File: config.mk
export PLATFORM = sky130hd
export DESIGN_NAME = ccr_config_regs
export DESIGN_NICKNAME = d
export VERILOG_FILES = /design/src/rtl/ccr_pkg.sv /design/src/rtl/ccr_config_regs.sv
export SDC_FILE = /design/constraint.sdc
export NUM_CORES = 1
export LEC_CHECK = 0
export BUFFER_PORTS_ARGS = -buffer_cell sky130_fd_sc_hd__buf_2
export CAP_MARGIN = 20
export CORE_MARGIN = 2
export CORE_UTILIZATION = 45
export DETAILED_ROUTE_END_ITERATION = 10
export GPL_ROUTABILITY_DRIVEN = 0
export PLACE_DENSITY = 0.73
export SETUP_SLACK_MARGIN = 0.2
export SKIP_LAST_GASP = 1
export SYNTH_ARGS = -nofsm -noshare
export SYNTH_HDL_FRONTEND = slang
export SYNTH_SLANG_ARGS = --single-unit
File: constraint.sdc
create_clock -name sys_clk -period 1.4 [get_ports sys_clk]
set_input_delay 0.21 -clock sys_clk [delete_from_list [all_inputs] [get_ports sys_clk]]
set_output_delay 0.21 -clock sys_clk [all_outputs]
set_load 0.02 [all_outputs]
File: src/rtl/ccr_pkg.sv
package ccr_pkg;
	// register indices: the first strobe of a pair hits A, the second B
	localparam logic FEAT_A_IDX = 1'b0;
	localparam logic FEAT_B_IDX = 1'b1;
	localparam logic [7:0] FEAT_A_RESET = 8'h00;
	localparam logic [7:0] FEAT_B_RESET = 8'h00;
	// feature_control_a fields
	localparam int A_VIDEO_SHADOW_BIT = 0;
	localparam int A_SHADOW_WRITE_BIT = 1;
	localparam int A_EARLY_CWR_BIT = 2;
	localparam int A_ROM_SIZE_BIT = 3;
	localparam int A_CWR_ZERO_WAIT_BIT = 4;
	localparam int A_CACHE_MODE_LSB = 5;
	localparam int A_CACHE_EN_BIT = 7;
	// feature_control_b fields
	localparam int B_MEM_SIZE_LSB = 0;
	localparam int B_RESERVED_BIT = 3;
	localparam int B_CAS_WAIT_LSB = 4;
	localparam int B_SHADOW_READ_BIT = 6;
	localparam int B_PAGE_MODE_BIT = 7;
	// hidden toggles
	localparam logic [15:0] REFRESH_TOGGLE_PORT = 16'h0822;
	localparam logic [2:0] REFRESH_RUN_LEN = 3'h3;
	localparam logic [2:0] SPEED_RUN_LEN = 3'h4;
	localparam logic REFRESH_RESET = 1'b1;
	localparam logic SPEED_DIV2_RESET = 1'b0;
	// 64K segment numbers (address bits 23:16)
	localparam logic [7:0] SEG_VIDEO = 8'h0c;
	localparam logic [7:0] SEG_VIDEO_HI = 8'h0d;
	localparam logic [7:0] SEG_BIOS_LO = 8'h0e;
	localparam logic [7:0] SEG_BIOS = 8'h0f;
	localparam logic [7:0] SEG_TOP_LO = 8'hfe;
	localparam logic [7:0] SEG_TOP = 8'hff;
	typedef enum logic [1:0] {
		CACHE_NONE,
		CACHE_EXT_32K,
		CACHE_EXT_64K_UP,
		CACHE_INTERNAL_128B
	} ccr_cache_mode_type;
endpackage : ccr_pkg

File: src/rtl/ccr_config_regs.sv
`timescale 1ns/1ps
// How it works
// - select strobe with write/read moves config data
// - refresh on at power up; 3 reads toggle
// - clock div1 default; 4 config reads toggle
// - divider switches without glitch or runt
// - first strobe register A, second register B
// - both feature registers clear at power up
// - bit0 adds video shadow, 64K or 128K
// - second revision: bit3 picks 64K/128K both
// - first revision: ROM decode size is inverted
// - A bit1 enables shadow RAM writes
// - A bit2 picks early cache write enable
// - A bit4 picks zero-wait cache write hit
// - A bits6:5 encode cache configuration
// - A bit7 enables caching, zero disables
// - B bits2:0 select installed DRAM size
// - B bits5:4 set CAS wait states
// - B bit6 serves shadow reads from DRAM
// - B bit7 enables DRAM page mode
// - all logic on core clock only
// - inputs ignored until power good high
// - locked shadow: reads local, writes off-board
module ccr_config_regs #(
	parameter int SILICON_REV = 2
) (
	input wire logic sys_clk,
	input wire logic reset,
	input wire logic clkEn,
	input wire logic powerGoodIn,
	input wire logic configSelectN,
	input wire logic writeRead,
	input wire logic memIo,
	input wire logic addrStatusN,
	input wire logic [23:0] cpuAddr,
	input wire logic [7:0] rowAddrConfigDataIn,
	output logic [7:0] rowAddrConfigDataOut,
	output logic rowAddrConfigDataOe,
	output logic cpuClockOut,
	output logic refreshEnable,
	output logic shadowVideoEnable,
	output logic shadowWriteEnable,
	output logic earlyCacheWrite,
	output logic romSize128,
	output logic cacheWriteZeroWait,
	output ccr_pkg::ccr_cache_mode_type cacheMode,
	output logic cacheEnable,
	output logic [2:0] memSize,
	output logic [1:0] casWait,
	output logic shadowReadEnable,
	output logic pageModeEnable,
	output logic biosRomSelectN,
	output logic ioBusCycleN
);
	import ccr_pkg::*;

	// ==========================================================
	// input synchronisers
	// ==========================================================
	localparam int SW = 1 + 1 + 1 + 1 + 1 + 24 + 8;
	// power good idles low so a stale high cannot open the gate after reset
	localparam logic [SW-1:0] SYNC_IDLE = {1'b0, {(SW-1){1'b1}}};
	logic [SW-1:0] pinRaw;
	logic [SW-1:0] syncA_reg;
	logic [SW-1:0] syncB_reg;
	logic cselDly_reg;
	logic adsDly_reg;
	logic pgS, cselNS, wrS, memS, adsNS;
	logic [23:0] addrS;
	logic [7:0] dataS;

	assign pinRaw = {powerGoodIn, configSelectN, writeRead, memIo,
		addrStatusN, cpuAddr, rowAddrConfigDataIn};
	assign {pgS, cselNS, wrS, memS, adsNS, addrS, dataS} = syncB_reg;

	// every pin is asynchronous to the core clock, two flops each
	always_ff @(posedge sys_clk) begin
		if (reset) begin
			syncA_reg <= SYNC_IDLE;
			syncB_reg <= SYNC_IDLE;
		end else if (clkEn) begin
			syncA_reg <= pinRaw;
			syncB_reg <= syncA_reg;
		end
	end

	// third stage for edge detection and the power gate
	logic pgOk_reg;
	always_ff @(posedge sys_clk) begin
		if (reset) begin
			pgOk_reg <= 1'b0;
			cselDly_reg <= 1'b1;
			adsDly_reg <= 1'b1;
		end else if (clkEn) begin
			pgOk_reg <= pgS;
			cselDly_reg <= cselNS;
			adsDly_reg <= adsNS;
		end
	end

	// strobes and cycle starts only count once power is good
	logic cselFall, cselRise, cycleStart, run;
	assign run = clkEn && pgOk_reg;
	assign cselFall = run && cselDly_reg && !cselNS;
	assign cselRise = run && !cselDly_reg && cselNS;
	assign cycleStart = run && adsDly_reg && !adsNS;

	// ==========================================================
	// feature registers
	// ==========================================================
	logic [7:0] featA_reg;
	logic [7:0] featB_reg;
	logic pairPtr_reg;
	logic [7:0] readData_reg;
	logic readActive_reg;

	// which register the current strobe addresses
	function automatic logic [7:0] readMux(input logic sel,
		input logic [7:0] a, input logic [7:0] b);
		readMux = (sel == FEAT_A_IDX) ? a : b;
	endfunction : readMux

	// writes land on strobe release, when data has settled
	always_ff @(posedge sys_clk) begin
		if (reset) begin
			featA_reg <= FEAT_A_RESET;
			featB_reg <= FEAT_B_RESET;
		end else if (cselRise && wrS) begin
			if (pairPtr_reg == FEAT_A_IDX) begin
				featA_reg <= dataS;
			end else begin
				featB_reg <= dataS & ~(8'h01 << B_RESERVED_BIT);
			end
		end
	end

	// strobe pairing pointer, flips at each strobe end
	always_ff @(posedge sys_clk) begin
		if (reset) begin
			pairPtr_reg <= FEAT_A_IDX;
		end else if (cselRise) begin
			pairPtr_reg <= ~pairPtr_reg;
		end
	end

	// read data latched at strobe start, driven while strobe low
	always_ff @(posedge sys_clk) begin
		if (reset) begin
			readData_reg <= 8'h00;
			readActive_reg <= 1'b0;
		end else if (cselFall && !wrS) begin
			readData_reg <= readMux(pairPtr_reg, featA_reg, featB_reg);
			readActive_reg <= 1'b1;
		end else if (clkEn && cselNS) begin
			readActive_reg <= 1'b0;
		end
	end

	assign rowAddrConfigDataOut = readData_reg;
	assign rowAddrConfigDataOe = readActive_reg && !cselNS;

	// ==========================================================
	// hidden toggles: refresh and speed
	// ==========================================================
	logic [2:0] refRun_reg;
	logic [2:0] spdRun_reg;
	logic refresh_reg;
	logic speedDiv2_reg;
	logic refHit;

	assign refHit = !memS && !wrS && addrS[15:0] == REFRESH_TOGGLE_PORT;

	// consecutive reads of the refresh port, any other cycle restarts
	always_ff @(posedge sys_clk) begin
		if (reset) begin
			refRun_reg <= 3'h0;
			refresh_reg <= REFRESH_RESET;
		end else if (cycleStart) begin
			if (!refHit) begin
				refRun_reg <= 3'h0;
			end else if (refRun_reg == REFRESH_RUN_LEN - 3'h1) begin
				refRun_reg <= 3'h0;
				refresh_reg <= ~refresh_reg;
			end else begin
				refRun_reg <= refRun_reg + 3'h1;
			end
		end
	end

	// consecutive config reads; a config write breaks the run
	always_ff @(posedge sys_clk) begin
		if (reset) begin
			spdRun_reg <= 3'h0;
			speedDiv2_reg <= SPEED_DIV2_RESET;
		end else if (cselFall) begin
			if (wrS) begin
				spdRun_reg <= 3'h0;
			end else if (spdRun_reg == SPEED_RUN_LEN - 3'h1) begin
				spdRun_reg <= 3'h0;
				speedDiv2_reg <= ~speedDiv2_reg;
			end else begin
				spdRun_reg <= spdRun_reg + 3'h1;
			end
		end
	end

	assign refreshEnable = refresh_reg;

	// ==========================================================
	// cpu clock divider
	// ==========================================================
	logic cpuClk_reg;
	logic divPhase_reg;
	logic activeDiv2_reg;

	// mode only changes while the output is low at a phase boundary,
	// so every high and low half lasts one or two whole periods
	always_ff @(posedge sys_clk) begin
		if (reset) begin
			cpuClk_reg <= 1'b0;
			divPhase_reg <= 1'b0;
			activeDiv2_reg <= SPEED_DIV2_RESET;
		end else if (clkEn) begin
			if (!cpuClk_reg && !divPhase_reg) begin
				activeDiv2_reg <= speedDiv2_reg;
			end
			if (!activeDiv2_reg || divPhase_reg) begin
				cpuClk_reg <= ~cpuClk_reg;
				divPhase_reg <= 1'b0;
			end else begin
				divPhase_reg <= 1'b1;
			end
		end
	end

	assign cpuClockOut = cpuClk_reg;

	// ==========================================================
	// decoded feature controls
	// ==========================================================
	assign shadowVideoEnable = featA_reg[A_VIDEO_SHADOW_BIT];
	assign shadowWriteEnable = featA_reg[A_SHADOW_WRITE_BIT];
	assign earlyCacheWrite = featA_reg[A_EARLY_CWR_BIT];
	assign cacheWriteZeroWait = featA_reg[A_CWR_ZERO_WAIT_BIT];
	assign cacheMode = ccr_cache_mode_type'(
		featA_reg[A_CACHE_MODE_LSB +: 2]);
	assign cacheEnable = featA_reg[A_CACHE_EN_BIT];
	assign memSize = featB_reg[B_MEM_SIZE_LSB +: 3];
	assign casWait = featB_reg[B_CAS_WAIT_LSB +: 2];
	assign shadowReadEnable = featB_reg[B_SHADOW_READ_BIT];
	assign pageModeEnable = featB_reg[B_PAGE_MODE_BIT];

	// ==========================================================
	// rom and shadow decode
	// ==========================================================
	logic shadow128;
	logic romDecode128;

	// shadow size follows the bit on both revisions; rom size flips on the first revision
	assign shadow128 = featA_reg[A_ROM_SIZE_BIT];
	assign romDecode128 = (SILICON_REV == 1) ?
		!featA_reg[A_ROM_SIZE_BIT] : featA_reg[A_ROM_SIZE_BIT];
	assign romSize128 = romDecode128;

	// 64K segment, optionally widened by its paired 64K segment (below for rom, above for video) to 128K
	function automatic logic inArea(input logic [7:0] seg,
		input logic [7:0] top, input logic [7:0] low, input logic wide);
		inArea = (seg == top) || (wide && seg == low);
	endfunction : inArea

	logic [7:0] seg;
	logic romArea, biosShadow, videoShadow, shadowArea;
	logic localRead, localWrite;

	assign seg = addrS[23:16];
	assign romArea = inArea(seg, SEG_BIOS, SEG_BIOS_LO, romDecode128) ||
		inArea(seg, SEG_TOP, SEG_TOP_LO, romDecode128);
	assign biosShadow = inArea(seg, SEG_BIOS, SEG_BIOS_LO, shadow128);
	assign videoShadow = featA_reg[A_VIDEO_SHADOW_BIT] &&
		inArea(seg, SEG_VIDEO, SEG_VIDEO_HI, shadow128);
	assign shadowArea = biosShadow || videoShadow;
	assign localRead = !wrS && featB_reg[B_SHADOW_READ_BIT];
	assign localWrite = wrS && featA_reg[A_SHADOW_WRITE_BIT];

	logic romSel_reg;
	logic ioCyc_reg;

	// decode held from one cycle start to the next
	always_ff @(posedge sys_clk) begin
		if (reset) begin
			romSel_reg <= 1'b0;
			ioCyc_reg <= 1'b0;
		end else if (cycleStart) begin
			if (!memS) begin
				romSel_reg <= 1'b0;
				ioCyc_reg <= 1'b1;
			end else if (shadowArea && (localRead || localWrite)) begin
				romSel_reg <= 1'b0;
				ioCyc_reg <= 1'b0;
			end else if (shadowArea && wrS) begin
				romSel_reg <= 1'b0;
				ioCyc_reg <= 1'b1;
			end else begin
				romSel_reg <= romArea;
				ioCyc_reg <= romArea || videoShadow;
			end
		end
	end

	assign biosRomSelectN = ~romSel_reg;
	assign ioBusCycleN = ~ioCyc_reg;
endmodule : ccr_config_regs

==> results_dict.tcl <==
set metrics [dict create \
    final_cell_area_um2 6860 \
    synth-edff-count 0 \
    vias_per_cell 4.92 \
    path_cells "nor4_4 -> nand4b_4 -> or4b_1 -> a21oi_1" \
    synthDistinctLibCells 43 \
    numPortBuffers 67 \
    cts_max_level 4 \
    worstPathMaxFanout 3 \
    syn-num-nets 469 \
    seq_area_frac_synth_pct 52.0 \
    critPathArrivalTime_ns 1.93 \
    numCtsBuffers 17 \
    ys.flop_type "dfxtp_1" \
    dpl_cell_area_um2 5080 \
    ys_ff_latch 115 \
    route.detailed.drc 0 \
    grt_antenna_before_repair 0 \
    fmaxAchievable_mhz 680 \
    critPathCaptureType "register" \
    syn_avg_cell_area_um2 10.4 \
    nNetsFinal 638 \
    die_w_um 103 \
    final_layout_size_suffix_gt1_share_pct 39.5 \
    num_vias 3652 \
    synth-warning-count 0 \
    post-place-cells 628 \
    mostFrequentLayoutCells "mux2i_1 (97), nand2_1 (79), dfxtp_1 (79)" \
    finalCritPeriodShare_pct 105 \
    postRouteAntennaNets 0 \
    diodes 0 \
    die_area_um2 10700 \
    drt_iter0_drc 121 \
    outcome "finished with violations" \
    dr.pass1.iters 4 \
    grt_pass1_wl_mm 16.9 \
    fin_crit_ns 1.47 \
    core_um2 9680 \
    syn_to_final_growth_pct 54.8 \
    cp_top_family "simple AND/OR/NAND/NOR gates" \
    slowest_delay_ns 0.47 \
    drt-total-wl_mm 11.2 \
    violations "setup timing" \
    dp_slack_ns -0.0966 \
    whs_ns 0.178 \
    startpoint "syncB_reg[22]$_SDFFE_PP1P_" \
    hpwlAfterDp_mm 6.07 \
    p_total_mw 8.48 \
    grt_pass1_vias 3560 \
    grt_overflow_total 0 \
    irDropWorstVdd_mv 0.711 \
    grt_max_degree 54 \
    p_per_area_nw_per_um2 1240 \
    cts.sinks 115 \
    start_util_pct 45.7 \
    syn_area_um2 4430 \
    rsz0062_at_grt "yes" \
    finalWorstSetupSlack_ns -0.0710 \
    ys_async_sr_fraction_pct 0 \
    hold_viol 0 \
    pin_count 68 \
    finalClockSkew_ns 0.0100 \
    slew_violations 0 \
    worstSkewPairLatency_ns 0.53 \
    hold_path_class "in -> reg" \
    r2r_start "syncB_reg[22]$_SDFFE_PP1P_" \
    groute.usage.overall_pct 21.0 \
    cts.clk_slew.worst_paths_ns 0.06 \
    worst-path-buf-inv 0 \
    timing_worst_setup_path_type "reg -> reg" \
    max-cap-violations 0 \
    clockBufferDepth 2 \
    final_cells 743 \
    wl_per_cell_um 15.1 \
    startpoint_type "register" \
    tightest_slew_ns 0.362 \
    cp.required_ns 1.85 \
    leakagePower_nw 3.05 \
    die_h_um 103 \
    hold_start "reset" \
    syn_inst 428 \
    setup-tns-final_ns -0.147 \
    final_common_cell "mux2i_1" \
    relSlewSlack_pct 75.8 \
    final_core_util_pct 70.8 \
    cts_tree "done" \
    cpMaxStageDelayCell "or4b_1" \
    rows 36 \
    setup_viol 4 \
    cts_root_buffer "clkbuf_8" \
]
## where the power goes
part           total (mW)  internal, mW  switching, mW
combinational       0.548         0.296          0.252
clock                4.48          2.93           1.55
sequential           3.46          3.38         0.0775
## worst reg2reg max path, cell delays in order (launching register included)
cell      delay [ns]
dfxtp_2         0.33
nor4_4          0.33
nand4b_4        0.15
or4b_1          0.48
a21oi_1         0.13
## synthesized netlist by cell type (2+ instances only)
| cell type | number | share of area [%] |
|---|---|---|
| mux2i_1 | 98 | 22 |
| nand4b_4 | 2 | 1.1 |
| xor2_1 | 2 | 0.40 |
| nor2_1 | 33 | 2.8 |
| nor3_1 | 3 | 0.34 |
| clkbuf_1 | 13 | 1.1 |
| nor3b_1 | 2 | 0.34 |
| inv_1 | 6 | 0.51 |
| nor4_1 | 2 | 0.28 |
| a21oi_1 | 7 | 0.79 |
| nand2_1 | 79 | 6.7 |
| nor4_4 | 2 | 0.96 |
| buf_2 | 13 | 1.5 |
| a211oi_1 | 8 | 1.4 |
| xnor2_1 | 2 | 0.40 |
| nor2b_1 | 3 | 0.42 |
| mux2_2 | 2 | 0.51 |
| dfxtp_1 | 115 | 52 |
| o211ai_1 | 2 | 0.34 |
| o21ai_0 | 3 | 0.34 |
| nand2b_1 | 4 | 0.56 |
| nand3_1 | 2 | 0.23 |
| nand3b_1 | 4 | 0.68 |
| a211o_1 | 2 | 0.40 |
## cells by family after synthesis
family,count (synthesis),synth area share [%]
simple gates,147,16.7
buf+inv,33,3.16
compound gates,28,4.46
flops,115,52.0
xor+xnor,4,0.791
mux,100,22.6
fa+ha+maj,1,0.282
## layout make-up
type	count	area, µm²
flip-flops and latches	115	2350
well taps	133	166
inverters	6	22.5
clock buffers	19	432
repair buffers	177	1560
fillers	640	2830
multi-input cells	280	2140
clock inverters	13	184
## timing repair
item                                    in CTS  in global routing
endpoints found under the hold margin       38                  0
gates resized for setup                    119                 22
pin swaps                                   20                 16
gates cloned                                 1                  0
setup buffers                               29                 15
hold buffers                                38                  0
endpoints found under the setup margin      60                 62
## worst paths after layout
check	endpoint	slack [ns]	cells past startpoint
hold reg to reg	spdRun_reg[2]$_SDFFE_PP0P_	0.47	1
setup / recovery	refRun_reg[0]$_SDFFE_PP0P_	-0.07	4
hold / removal	featB_reg[2]$_SDFFE_PP0P_	0.18	3
setup reg to reg	refRun_reg[0]$_SDFFE_PP0P_	-0.07	4
## layer usage
layer | vias to the layer above | part of all wire (%) | GRT usage, %
li1 | 1809 | - | -
met1 | 1759 | 43 | 23.8
met5 | - | 0 | 0
met3 | 12 | 3.3 | 6.72
met2 | 72 | 53 | 36.7
met4 | 0 | 1.2 | 8.10
(Power assumes the default switching activity.)
